$ cat config.mk
export PLATFORM = sky130hd
export DESIGN_NAME = eec_entry
export DESIGN_NICKNAME = d
export VERILOG_FILES = /design/src/common/eec_pkg.sv /design/src/logic/eec_entry.sv
export VERILOG_INCLUDE_DIRS = /design/src /design/src/common
export SDC_FILE = /design/constraint.sdc
export NUM_CORES = 2
export LEC_CHECK = 0
export ABC_AREA = 0
export BUFFER_PORTS_ARGS = -buffer_cell sky130_fd_sc_hd__buf_4
export CAP_MARGIN = 30
export CORE_MARGIN = 5
export CORE_UTILIZATION = 45
export CTS_CLUSTER_DIAMETER = 120
export DETAILED_ROUTE_END_ITERATION = 8
export PLACE_DENSITY = 0.58
export SLEW_MARGIN = 20
export SYNTH_ARGS = -nofsm -noshare
export SYNTH_HDL_FRONTEND = slang
export SYNTH_SLANG_ARGS = --single-unit
$ cat constraint.sdc
create_clock -name hclk -period 8.8 [get_ports hclk]
set_input_delay 0 -clock hclk [delete_from_list [all_inputs] [get_ports hclk]]
set_output_delay 0 -clock hclk [all_outputs]
set_load 0.01 [all_outputs]
$ cat src/common/eec_regs.svh
// Register offsets, field positions and constants of the enclave entry control block
`ifndef EEC_REGS_SVH
`define EEC_REGS_SVH

`define EEC_A_CMD 8'h00
`define EEC_A_RAX 8'h04
`define EEC_A_RBX 8'h08
`define EEC_A_RCX 8'h0C
`define EEC_A_NEXT_IP 8'h10
`define EEC_A_TFLAGS 8'h14
`define EEC_A_ENTRY_POINT_OFFSET 8'h18
`define EEC_A_OFSB 8'h1C
`define EEC_A_OFSL 8'h20
`define EEC_A_OGSB 8'h24
`define EEC_A_OGSL 8'h28
`define EEC_A_CURRENT_SAVE_FRAME_INDEX 8'h2C
`define EEC_A_ENCLAVE_CONTROL_STRUCT_BASE 8'h30
`define EEC_A_ENCLAVE_CONTROL_STRUCT_ATTR 8'h34
`define EEC_A_ENCLAVE_FEATURE_MASK 8'h38
`define EEC_A_CTRL 8'h3C
`define EEC_A_DS_LIM 8'h40
`define EEC_A_CS_LIM 8'h44
`define EEC_A_EXTENDED_CONTROL_REG_ZERO 8'h48
`define EEC_A_RSP 8'h4C
`define EEC_A_RBP 8'h50
`define EEC_A_STATUS 8'h54
`define EEC_A_SSA_RSP 8'h58
`define EEC_A_SSA_RBP 8'h5C
`define EEC_A_EXTENDED_CONTROL_REG_ZERO_SV 8'h60
`define EEC_A_AEP 8'h64
`define EEC_A_FS_B 8'h68
`define EEC_A_FS_L 8'h6C
`define EEC_A_GS_B 8'h70
`define EEC_A_GS_L 8'h74
`define EEC_A_RIP 8'h78
`define EEC_A_PERF_HI 8'h7C

// Command bits
`define EEC_CMD_GO 0
`define EEC_CMD_EXIT 1
`define EEC_CMD_AEX 2

// Control bits
`define EEC_C_WIDE_MODE_ATTRIBUTE 0
`define EEC_C_FXSR 1
`define EEC_C_XSAVE 2
`define EEC_C_OPTIN 3
`define EEC_C_TVALID 4
`define EEC_C_TLOCK 5
`define EEC_C_SBUSY 6
`define EEC_C_SEGNZ 7
`define EEC_C_PEND 8
`define EEC_C_CONFL 9
`define EEC_C_TF 10

// Status bits
`define EEC_S_BUSY 0
`define EEC_S_ENC 1
`define EEC_S_FAULT 2
`define EEC_S_CAUSE_LO 4
`define EEC_S_STEP 8
`define EEC_S_PMU 9
`define EEC_S_PRECISE_EVENT_SAMPLING 10
`define EEC_S_BPOUT 11
`define EEC_S_BPIN 12
`define EEC_S_DEMOTE 13
`define EEC_S_TFSV 14

// Fault causes, all reported as a protection fault with code zero
`define EEC_F_NONE 4'h0
`define EEC_F_ALIGN 4'h1
`define EEC_F_TCS 4'h2
`define EEC_F_FLAGS 4'h3
`define EEC_F_MODE 4'h4
`define EEC_F_FSGS 4'h5
`define EEC_F_SEG 4'h6
`define EEC_F_XSAVE 4'h7
`define EEC_F_TARGET 4'h8
`define EEC_F_CONFL 4'h9
`define EEC_F_LEAF 4'hA
`define EEC_F_INENC 4'hB

`define EEC_LEAF_ENTER 32'h0000_0002
`define EEC_TCS_ALIGN 32'h0000_0FFF
`define EEC_FLAGS_MBZ 32'hFFFF_FFFE
`define EEC_ENCLAVE_FEATURE_MASK_LEGACY 32'h0000_0003
`define EEC_ALL_ONES 32'hFFFF_FFFF
// Bits 60 and 63 of the 64-bit global status, as seen in its upper word
`define EEC_PERF_B60 28
`define EEC_PERF_B63 31
`define EEC_HTRANS_NONSEQ 2'h2

`endif

$ cat src/common/eec_pkg.sv
// Types of the enclave entry control block
package eec_pkg;

	typedef struct packed {
		logic hsel;
		logic [31:0] haddr;
		logic [1:0] htrans;
		logic hwrite;
		logic [2:0] hsize;
		logic [31:0] hwdata;
		logic hready;
	} eec_ahb_req_t;

	typedef struct packed {
		logic hreadyout;
		logic hresp;
		logic [31:0] hrdata;
	} eec_ahb_rsp_t;

	typedef enum logic [1:0] {
		EEC_IDLE = 2'b00,
		EEC_DRAIN = 2'b01,
		EEC_CHECK = 2'b10,
		EEC_COMMIT = 2'b11
	} eec_fsm_t;

	typedef struct packed {
		eec_fsm_t fsm;
		logic hready;
		logic hresp;
		logic [31:0] hrdata;
		logic wr_pend;
		logic [7:0] wr_addr;
		logic [31:0] rax, rbx, rcx, next_ip, tflags, entry_point_offset, ofsb, ofsl, ogsb, ogsl, current_save_frame_index;
		logic [31:0] enclave_control_struct_base, enclave_feature_mask, ds_lim, cs_lim, extended_control_reg_zero, rsp, rbp;
		logic [31:0] ssa_rsp, ssa_rbp, extended_control_reg_zero_sv, async_exit_pointer, fs_b, fs_l, gs_b, gs_l;
		logic [31:0] fs_b_sv, fs_l_sv, gs_b_sv, gs_l_sv, rip, perf_hi;
		logic [10:0] ctrl;
		logic wide_attr;
		logic enc, fault, step, pmu, precise_event_sampling, bp_out, bp_in, demote, tf_sv, xsw, optout;
		logic [3:0] cause;
	} eec_state_t;

endpackage

$ cat src/logic/eec_entry.sv
// Enclave entry control: operand registers, entry checks, state build and exit restore over AHB-Lite
//
// Design decisions made here: the AHB-Lite slave port and the register offsets.
`timescale 1ns/1ps
`include "eec_regs.svh"

module eec_entry #(
	parameter int VA_W = 28
) (
	input wire logic hclk,
	input wire logic hresetn,
	input wire eec_pkg::eec_ahb_req_t ahb_i,
	output eec_pkg::eec_ahb_rsp_t ahb_o
);

	localparam eec_pkg::eec_state_t ST_RST = '{fsm: eec_pkg::EEC_IDLE, hready: 1'b1, default: '0};

	eec_pkg::eec_state_t st_r;
	eec_pkg::eec_state_t st_nxt;

	function automatic logic canon(input logic [31:0] a);
		canon = (a[31:VA_W-1] == '0) || (a[31:VA_W-1] == '1);
	endfunction

	function automatic logic [31:0] rd_mux(input eec_pkg::eec_state_t s, input logic [7:0] a);
		logic [31:0] stat;
		stat = '0;
		stat[`EEC_S_BUSY] = (s.fsm != eec_pkg::EEC_IDLE);
		stat[`EEC_S_ENC] = s.enc;
		stat[`EEC_S_FAULT] = s.fault;
		stat[`EEC_S_CAUSE_LO +: 4] = s.cause;
		stat[`EEC_S_STEP] = s.step;
		stat[`EEC_S_PMU] = s.pmu;
		stat[`EEC_S_PRECISE_EVENT_SAMPLING] = s.precise_event_sampling;
		stat[`EEC_S_BPOUT] = s.bp_out;
		stat[`EEC_S_BPIN] = s.bp_in;
		stat[`EEC_S_DEMOTE] = s.demote;
		stat[`EEC_S_TFSV] = s.tf_sv;
		case (a)
			`EEC_A_RAX: rd_mux = s.rax;
			`EEC_A_RBX: rd_mux = s.rbx;
			`EEC_A_RCX: rd_mux = s.rcx;
			`EEC_A_NEXT_IP: rd_mux = s.next_ip;
			`EEC_A_TFLAGS: rd_mux = s.tflags;
			`EEC_A_ENTRY_POINT_OFFSET: rd_mux = s.entry_point_offset;
			`EEC_A_OFSB: rd_mux = s.ofsb;
			`EEC_A_OFSL: rd_mux = s.ofsl;
			`EEC_A_OGSB: rd_mux = s.ogsb;
			`EEC_A_OGSL: rd_mux = s.ogsl;
			`EEC_A_CURRENT_SAVE_FRAME_INDEX: rd_mux = s.current_save_frame_index;
			`EEC_A_ENCLAVE_CONTROL_STRUCT_BASE: rd_mux = s.enclave_control_struct_base;
			`EEC_A_ENCLAVE_CONTROL_STRUCT_ATTR: rd_mux = {31'h0000_0000, s.wide_attr};
			`EEC_A_ENCLAVE_FEATURE_MASK: rd_mux = s.enclave_feature_mask;
			`EEC_A_CTRL: rd_mux = {21'h00_0000, s.ctrl};
			`EEC_A_DS_LIM: rd_mux = s.ds_lim;
			`EEC_A_CS_LIM: rd_mux = s.cs_lim;
			`EEC_A_EXTENDED_CONTROL_REG_ZERO: rd_mux = s.extended_control_reg_zero;
			`EEC_A_RSP: rd_mux = s.rsp;
			`EEC_A_RBP: rd_mux = s.rbp;
			`EEC_A_STATUS: rd_mux = stat;
			`EEC_A_SSA_RSP: rd_mux = s.ssa_rsp;
			`EEC_A_SSA_RBP: rd_mux = s.ssa_rbp;
			`EEC_A_EXTENDED_CONTROL_REG_ZERO_SV: rd_mux = s.extended_control_reg_zero_sv;
			`EEC_A_AEP: rd_mux = s.async_exit_pointer;
			`EEC_A_FS_B: rd_mux = s.fs_b;
			`EEC_A_FS_L: rd_mux = s.fs_l;
			`EEC_A_GS_B: rd_mux = s.gs_b;
			`EEC_A_GS_L: rd_mux = s.gs_l;
			`EEC_A_RIP: rd_mux = s.rip;
			`EEC_A_PERF_HI: rd_mux = s.perf_hi;
			default: rd_mux = '0;
		endcase
	endfunction

	// Entry checks, all from current register contents
	logic m64;
	logic [31:0] fs_base, fs_lim, gs_base, gs_lim, target;
	logic bad_leaf, bad_align, bad_tcs, bad_flags, bad_mode, bad_fsgs, bad_seg, bad_xsave, bad_target, bad_confl;
	logic [3:0] cause_now;

	assign m64 = st_r.ctrl[`EEC_C_WIDE_MODE_ATTRIBUTE];
	assign fs_base = st_r.ofsb + st_r.enclave_control_struct_base;
	assign fs_lim = fs_base + st_r.ofsl;
	assign gs_base = st_r.ogsb + st_r.enclave_control_struct_base;
	assign gs_lim = gs_base + st_r.ogsl;
	assign target = st_r.entry_point_offset + st_r.enclave_control_struct_base;
	assign bad_leaf = (st_r.rax != `EEC_LEAF_ENTER);
	assign bad_align = ((st_r.rbx & `EEC_TCS_ALIGN) != '0);
	assign bad_tcs = !st_r.ctrl[`EEC_C_TVALID] || st_r.ctrl[`EEC_C_TLOCK] || st_r.ctrl[`EEC_C_SBUSY];
	assign bad_flags = ((st_r.tflags & `EEC_FLAGS_MBZ) != '0);
	assign bad_mode = (m64 != st_r.wide_attr);
	// Outside 64-bit mode a wrapping segment is only legal when DS spans the whole space
	assign bad_fsgs = m64 ? (!canon(fs_base) || !canon(gs_base)) :
		(((fs_lim < fs_base) ? (st_r.ds_lim != `EEC_ALL_ONES) : (fs_lim > st_r.ds_lim)) ||
		((gs_lim < gs_base) ? (st_r.ds_lim != `EEC_ALL_ONES) : (gs_lim > st_r.ds_lim)));
	assign bad_seg = st_r.ctrl[`EEC_C_SEGNZ];
	assign bad_xsave = !st_r.ctrl[`EEC_C_FXSR] ||
		(!st_r.ctrl[`EEC_C_XSAVE] && (st_r.enclave_feature_mask != `EEC_ENCLAVE_FEATURE_MASK_LEGACY)) ||
		(st_r.ctrl[`EEC_C_XSAVE] && ((st_r.enclave_feature_mask & ~st_r.extended_control_reg_zero) != '0));
	assign bad_target = m64 ? !canon(target) : (target > st_r.cs_lim);
	// Only an exclusive holder conflicts; the other leaves share the structure
	assign bad_confl = st_r.ctrl[`EEC_C_CONFL];

	always_comb begin
		cause_now = `EEC_F_NONE;
		if (bad_leaf) cause_now = `EEC_F_LEAF;
		else if (bad_align) cause_now = `EEC_F_ALIGN;
		else if (bad_confl) cause_now = `EEC_F_CONFL;
		else if (bad_tcs) cause_now = `EEC_F_TCS;
		else if (bad_fsgs) cause_now = `EEC_F_FSGS;
		else if (bad_flags) cause_now = `EEC_F_FLAGS;
		else if (bad_mode) cause_now = `EEC_F_MODE;
		else if (bad_seg) cause_now = `EEC_F_SEG;
		else if (bad_xsave) cause_now = `EEC_F_XSAVE;
		else if (bad_target) cause_now = `EEC_F_TARGET;
	end

	always_comb begin
		logic wr;
		logic [31:0] d;
		logic go, ex, async_enclave_exit;
		st_nxt = st_r;
		wr = st_r.wr_pend;
		d = ahb_i.hwdata;
		go = 1'b0;
		ex = 1'b0;
		async_enclave_exit = 1'b0;
		st_nxt.hready = 1'b1;
		st_nxt.hresp = 1'b0;
		// Data phase of a write completes now; address phase of the next transfer is taken
		st_nxt.wr_pend = 1'b0;
		if (ahb_i.hsel && ahb_i.hready && ahb_i.htrans == `EEC_HTRANS_NONSEQ) begin
			st_nxt.wr_pend = ahb_i.hwrite && (ahb_i.haddr[31:8] == '0);
			st_nxt.wr_addr = ahb_i.haddr[7:0];
			st_nxt.hrdata = (ahb_i.haddr[31:8] == '0) ? rd_mux(st_r, ahb_i.haddr[7:0]) : '0;
		end
		if (wr) begin
			case (st_r.wr_addr)
				`EEC_A_CMD: begin
					go = d[`EEC_CMD_GO];
					ex = d[`EEC_CMD_EXIT];
					async_enclave_exit = d[`EEC_CMD_AEX];
				end
				`EEC_A_RAX: st_nxt.rax = d;
				`EEC_A_RBX: st_nxt.rbx = d;
				`EEC_A_RCX: st_nxt.rcx = d;
				`EEC_A_NEXT_IP: st_nxt.next_ip = d;
				`EEC_A_TFLAGS: st_nxt.tflags = d;
				`EEC_A_ENTRY_POINT_OFFSET: st_nxt.entry_point_offset = d;
				`EEC_A_OFSB: st_nxt.ofsb = d;
				`EEC_A_OFSL: st_nxt.ofsl = d;
				`EEC_A_OGSB: st_nxt.ogsb = d;
				`EEC_A_OGSL: st_nxt.ogsl = d;
				`EEC_A_CURRENT_SAVE_FRAME_INDEX: st_nxt.current_save_frame_index = d;
				`EEC_A_ENCLAVE_CONTROL_STRUCT_BASE: st_nxt.enclave_control_struct_base = d;
				`EEC_A_ENCLAVE_CONTROL_STRUCT_ATTR: st_nxt.wide_attr = d[0];
				`EEC_A_ENCLAVE_FEATURE_MASK: st_nxt.enclave_feature_mask = d;
				`EEC_A_CTRL: begin
					st_nxt.ctrl = d[10:0];
					// Setting the trap flag inside an opt-out enclave leaves it clear
					if (st_r.enc && st_r.optout) st_nxt.ctrl[`EEC_C_TF] = 1'b0;
				end
				`EEC_A_DS_LIM: st_nxt.ds_lim = d;
				`EEC_A_CS_LIM: st_nxt.cs_lim = d;
				`EEC_A_EXTENDED_CONTROL_REG_ZERO: st_nxt.extended_control_reg_zero = d;
				`EEC_A_RSP: st_nxt.rsp = d;
				`EEC_A_RBP: st_nxt.rbp = d;
				`EEC_A_STATUS: begin
					if (d[`EEC_S_FAULT]) st_nxt.fault = 1'b0;
					if (d[`EEC_S_STEP]) st_nxt.step = 1'b0;
				end
				`EEC_A_FS_B: st_nxt.fs_b = d;
				`EEC_A_FS_L: st_nxt.fs_l = d;
				`EEC_A_GS_B: st_nxt.gs_b = d;
				`EEC_A_GS_L: st_nxt.gs_l = d;
				`EEC_A_PERF_HI: st_nxt.perf_hi = st_r.perf_hi & ~d;
				default: ;
			endcase
		end
		case (st_r.fsm)
			eec_pkg::EEC_IDLE: begin
				if (go && st_r.enc) begin
					st_nxt.fault = 1'b1;
					st_nxt.cause = `EEC_F_INENC;
				end else if (go) begin
					st_nxt.fsm = eec_pkg::EEC_DRAIN;
				end else if ((ex || async_enclave_exit) && st_r.enc) begin
					st_nxt.enc = 1'b0;
					st_nxt.rsp = st_r.ssa_rsp;
					st_nxt.rbp = st_r.ssa_rbp;
					st_nxt.fs_b = st_r.fs_b_sv;
					st_nxt.fs_l = st_r.fs_l_sv;
					st_nxt.gs_b = st_r.gs_b_sv;
					st_nxt.gs_l = st_r.gs_l_sv;
					if (st_r.xsw) st_nxt.extended_control_reg_zero = st_r.extended_control_reg_zero_sv;
					if (st_r.optout) st_nxt.ctrl[`EEC_C_TF] = st_r.tf_sv;
					st_nxt.xsw = 1'b0;
					st_nxt.optout = 1'b0;
					st_nxt.pmu = 1'b0;
					st_nxt.precise_event_sampling = 1'b0;
					st_nxt.bp_out = 1'b0;
					st_nxt.bp_in = 1'b0;
					st_nxt.demote = 1'b0;
				end
			end
			eec_pkg::EEC_DRAIN: begin
				if (!st_r.ctrl[`EEC_C_PEND]) st_nxt.fsm = eec_pkg::EEC_CHECK;
			end
			eec_pkg::EEC_CHECK: begin
				// Nothing architectural changes unless every check passes
				if (cause_now != `EEC_F_NONE) begin
					st_nxt.fault = 1'b1;
					st_nxt.cause = cause_now;
					st_nxt.fsm = eec_pkg::EEC_IDLE;
				end else begin
					st_nxt.fsm = eec_pkg::EEC_COMMIT;
				end
			end
			eec_pkg::EEC_COMMIT: begin
				st_nxt.fsm = eec_pkg::EEC_IDLE;
				st_nxt.cause = `EEC_F_NONE;
				st_nxt.enc = 1'b1;
				st_nxt.rip = target;
				st_nxt.rax = st_r.current_save_frame_index;
				st_nxt.rcx = st_r.next_ip;
				st_nxt.async_exit_pointer = st_r.rcx;
				st_nxt.ssa_rsp = st_r.rsp;
				st_nxt.ssa_rbp = st_r.rbp;
				st_nxt.fs_b_sv = st_r.fs_b;
				st_nxt.fs_l_sv = st_r.fs_l;
				st_nxt.gs_b_sv = st_r.gs_b;
				st_nxt.gs_l_sv = st_r.gs_l;
				st_nxt.fs_b = fs_base;
				st_nxt.gs_b = gs_base;
				if (!m64) begin
					st_nxt.fs_l = st_r.ofsl;
					st_nxt.gs_l = st_r.ogsl;
				end
				if (st_r.ctrl[`EEC_C_XSAVE]) begin
					st_nxt.extended_control_reg_zero_sv = st_r.extended_control_reg_zero;
					st_nxt.extended_control_reg_zero = st_r.enclave_feature_mask;
					st_nxt.xsw = 1'b1;
				end
				st_nxt.bp_out = 1'b1;
				if (st_r.ctrl[`EEC_C_OPTIN]) begin
					st_nxt.step = 1'b1;
				end else begin
					st_nxt.optout = 1'b1;
					st_nxt.tf_sv = st_r.ctrl[`EEC_C_TF];
					st_nxt.ctrl[`EEC_C_TF] = 1'b0;
					st_nxt.bp_in = 1'b1;
					st_nxt.pmu = 1'b1;
					st_nxt.precise_event_sampling = 1'b1;
					st_nxt.demote = 1'b1;
					// Set after any software clear in this cycle, so the set wins
					st_nxt.perf_hi[`EEC_PERF_B60] = 1'b1;
					st_nxt.perf_hi[`EEC_PERF_B63] = 1'b1;
				end
			end
			default: st_nxt.fsm = eec_pkg::EEC_IDLE;
		endcase
	end

	always_ff @(posedge hclk or negedge hresetn) begin
		if (!hresetn) begin
			st_r <= ST_RST;
		end else begin
			st_r <= st_nxt;
		end
	end

	assign ahb_o = '{hreadyout: st_r.hready, hresp: st_r.hresp, hrdata: st_r.hrdata};
endmodule

==> reports/qor.csv <==
metric,value,unit
outcome,"complete, but fails checks",
violations,DRC,
netlist_instances,5856,
synth-seq-area-share,0.445,
startpoint_type,flop,
drc,2,
worstSkewPairLatency,0.76,ns
fin_crit,8.35,ns
cts_buffers,120,
setup_slack,0.449,ns
antenna_found_initial,17,
power.share.switching,0.292,
final_util,0.507,
ys_seq_elements,1090,
dpl_worst_slack,0.296,ns
die-height,379,um
crit_path_end_kind,flop,
drive_gt1_frac,0.198,
final_common_cell,dfrtp_1,
yosysWarnings,0,
finalMaxSlewViolations,0,
async_flop_share,1.00,
timing.setup.critical_path_class,flop to flop,
cts.clk_slew.worst_paths,0.06,ns
comb_power_share,0.167,
overflow,0,
min_from,ahb_i[38],
postCtsSetupRepairBufs,0,
cts-root-buf,clkbuf_16,
skew,0.0401,ns
worst_path_largest_cell_delay,0.57,ns
path_max_fanout,6,
finalSetupTns,0,ns
n_fill_cell,12200,
grt_pass1_wl,377,mm
maxSlewHeadroom,0.119,
nets,6243,
p_leak,31.5,nW
whs_endpoint,ahb_o[1],
synth_edf_count,0,
drt-initial-drc-count,6838,
routed_via_density,6.77,
vias,52200,
period_share,0.949,
slowest_stage,or4b_1,
h-tree-depth,3,
syn_to_final_growth,12.0,%
seqPwrFrac,0.431,
hold_viol,0,
drtAntennaViolNets,0,
clkPwrFrac,0.402,
fmax,120,MHz
synth_ff_type,dfrtp_1,
cts_sinks,1090,
dp_hpwl,181,mm
p_switching,0.00369,W
min-delay-path-class,input pin to flop,
stdcell_area,68700,sq um
initial_core_util,0.452,
final_cell_mix,"1,088 x dfrtp_1, 659 x mux2_2, 426 x nand2_1",
required,9.44,ns
p_int,0.00894,W
p_per_area,184,nW/um^2
arrival,8.99,ns
ys_types,81,
worstReg2RegEnd,st_r[13],
fp.dieW,379,um
wl,267,mm
fp.coreArea,135000,sq um
synth.avg_cell_area,10.5,sq um
tightest_slew,1.32,ns
grt_pass1_vias,50400,
cap_violations,0,
detail_route.first_pass.iterations,9,
rr_startpoint,st_r[667],
rsz0062_at_grt,no,
setup_viol,0,
rows,135,
syn_area,61300,sq um
cts_tree,built,
r2r_slack,0.45,ns
place_congestion,1.02,
track_usage,0.363,
wire_per_inst,34.5,um
postPlaceCellArea,64100,sq um
min_path_cells,5,
pin_count,108,
clk_path_buf_depth,3,
die_area,144000,sq um
worstRegToRegCells,36,
port_buffers,102,
grt_max_degree,175,
ir_worst_vdd,0.180,mV
syn-num-nets,6252,
==> critical path: cells and delay by family (launching register included) <==
| family | cells | cell delay [ns] |
|---|---|---|
| compound gates | 17 | 3.52 |
| simple gates | 9 | 2.17 |
| flops | 1 | 0.37 |
| fa+ha+maj | 4 | 1.27 |
| xor+xnor | 2 | 0.34 |
| buf+inv | 4 | 0.55 |
==> layer usage <==
metal	up-vias	GRT usage	routed length, um
li1	21800	-	-
met1	26600	0.503	110000
met2	3123	0.537	114000
met3	658	0.101	29700
met4	14	0.152	12600
met5	-	0	87
==> synth_stat cells (45+ instances only) <==
cell | instances | area share
nor2_1 | 240 | 0.015
inv_1 | 208 | 0.013
o22ai_1 | 159 | 0.016
a21o_1 | 122 | 0.015
mux2_2 | 659 | 0.12
a21oi_1 | 250 | 0.020
a22o_1 | 62 | 0.0089
nand4_1 | 127 | 0.013
buf_1 | 57 | 0.0035
a221oi_1 | 68 | 0.0097
nor3_1 | 70 | 0.0057
nand2_1 | 446 | 0.027
ha_1 | 317 | 0.065
mux2i_1 | 224 | 0.037
a22oi_1 | 412 | 0.050
nor4_1 | 45 | 0.0046
nand3_1 | 64 | 0.0052
a222oi_1 | 59 | 0.0096
clkbuf_1 | 329 | 0.020
xnor2_1 | 98 | 0.014
dfrtp_1 | 1090 | 0.45
o21ai_0 | 290 | 0.024
==> power by group through the flow <==
stage | sequential [W] | combinational (W) | clock (W)
6_report | 0.00545 | 0.00211 | 0.00508
5_1_grt | 0.00545 | 0.00231 | 0.00530
4_1_cts | 0.00543 | 0.00206 | 0.00511
3_5_place_dp | 0.00552 | 0.00203 | 0
3_3_place_gp | 0.00552 | 0.00202 | 0
2_1_floorplan | 0.00540 | 0.00132 | 0
==> cells by family (layout without fill, tap and decap cells) <==
logic type,after synthesis,count (layout),share of synthesized area
multiplexers,883,883,0.158
XOR/XNOR,140,140,0.0200
flip-flops,1090,1090,0.445
AND/OR/NAND/NOR,1138,1138,0.0866
AO/OA/AOI/OAI,1649,1649,0.183
other,2,8,0.000123
adder cells (fa/ha/maj),322,322,0.0664
buffers and inverters,632,707,0.0409
==> metrics by stage <==
stage               hold WS (ns)  cells  total power (W)
floorplan                 -0.296   5856          0.00673
global placement           0.161   7444          0.00754
detailed placement         0.167   7451          0.00755
CTS                      0.00511   7706           0.0126
global route              0.0664   7712           0.0131
finish                    0.0178   7718           0.0126
==> worst max-delay path by stage <==
stage / start / end / depth (start not counted)
after floorplan: st_r[667] / st_r[13] / 34
after global placement: st_r[667] / st_r[13] / 36
after detailed placement: st_r[668] / st_r[13] / 32
after CTS: st_r[669] / st_r[13] / 31
after global routing: st_r[668] / st_r[13] / 34
final: st_r[667] / st_r[13] / 36
==> flip-flops by register name, indices dropped and copies added (netlist names) <==
signal,cells
m64,1
bad_seg,1
bad_confl,1
st_r,1055
ahb_o,32
==> area by class of cell <==
cell class,count,area (sq um),area share
sequential,1090,27300,0.397
clock buffer,183,3540,0.0516
multi-input combinational,4134,32000,0.466
antenna,6,15.0,0.000219
tap,1781,2230,0.0325
timing repair buffer,292,2510,0.0365
clock inverter,23,293,0.00426
inverter,209,785,0.0114
==> timing repair <==
action	4_1_cts	5_1_grt
resized for setup	0	11
hold buffers	49	0
setup endpoints to repair	0	6
hold endpoints to repair	873	0
Note: power is estimated with default switching activity, not from simulation.
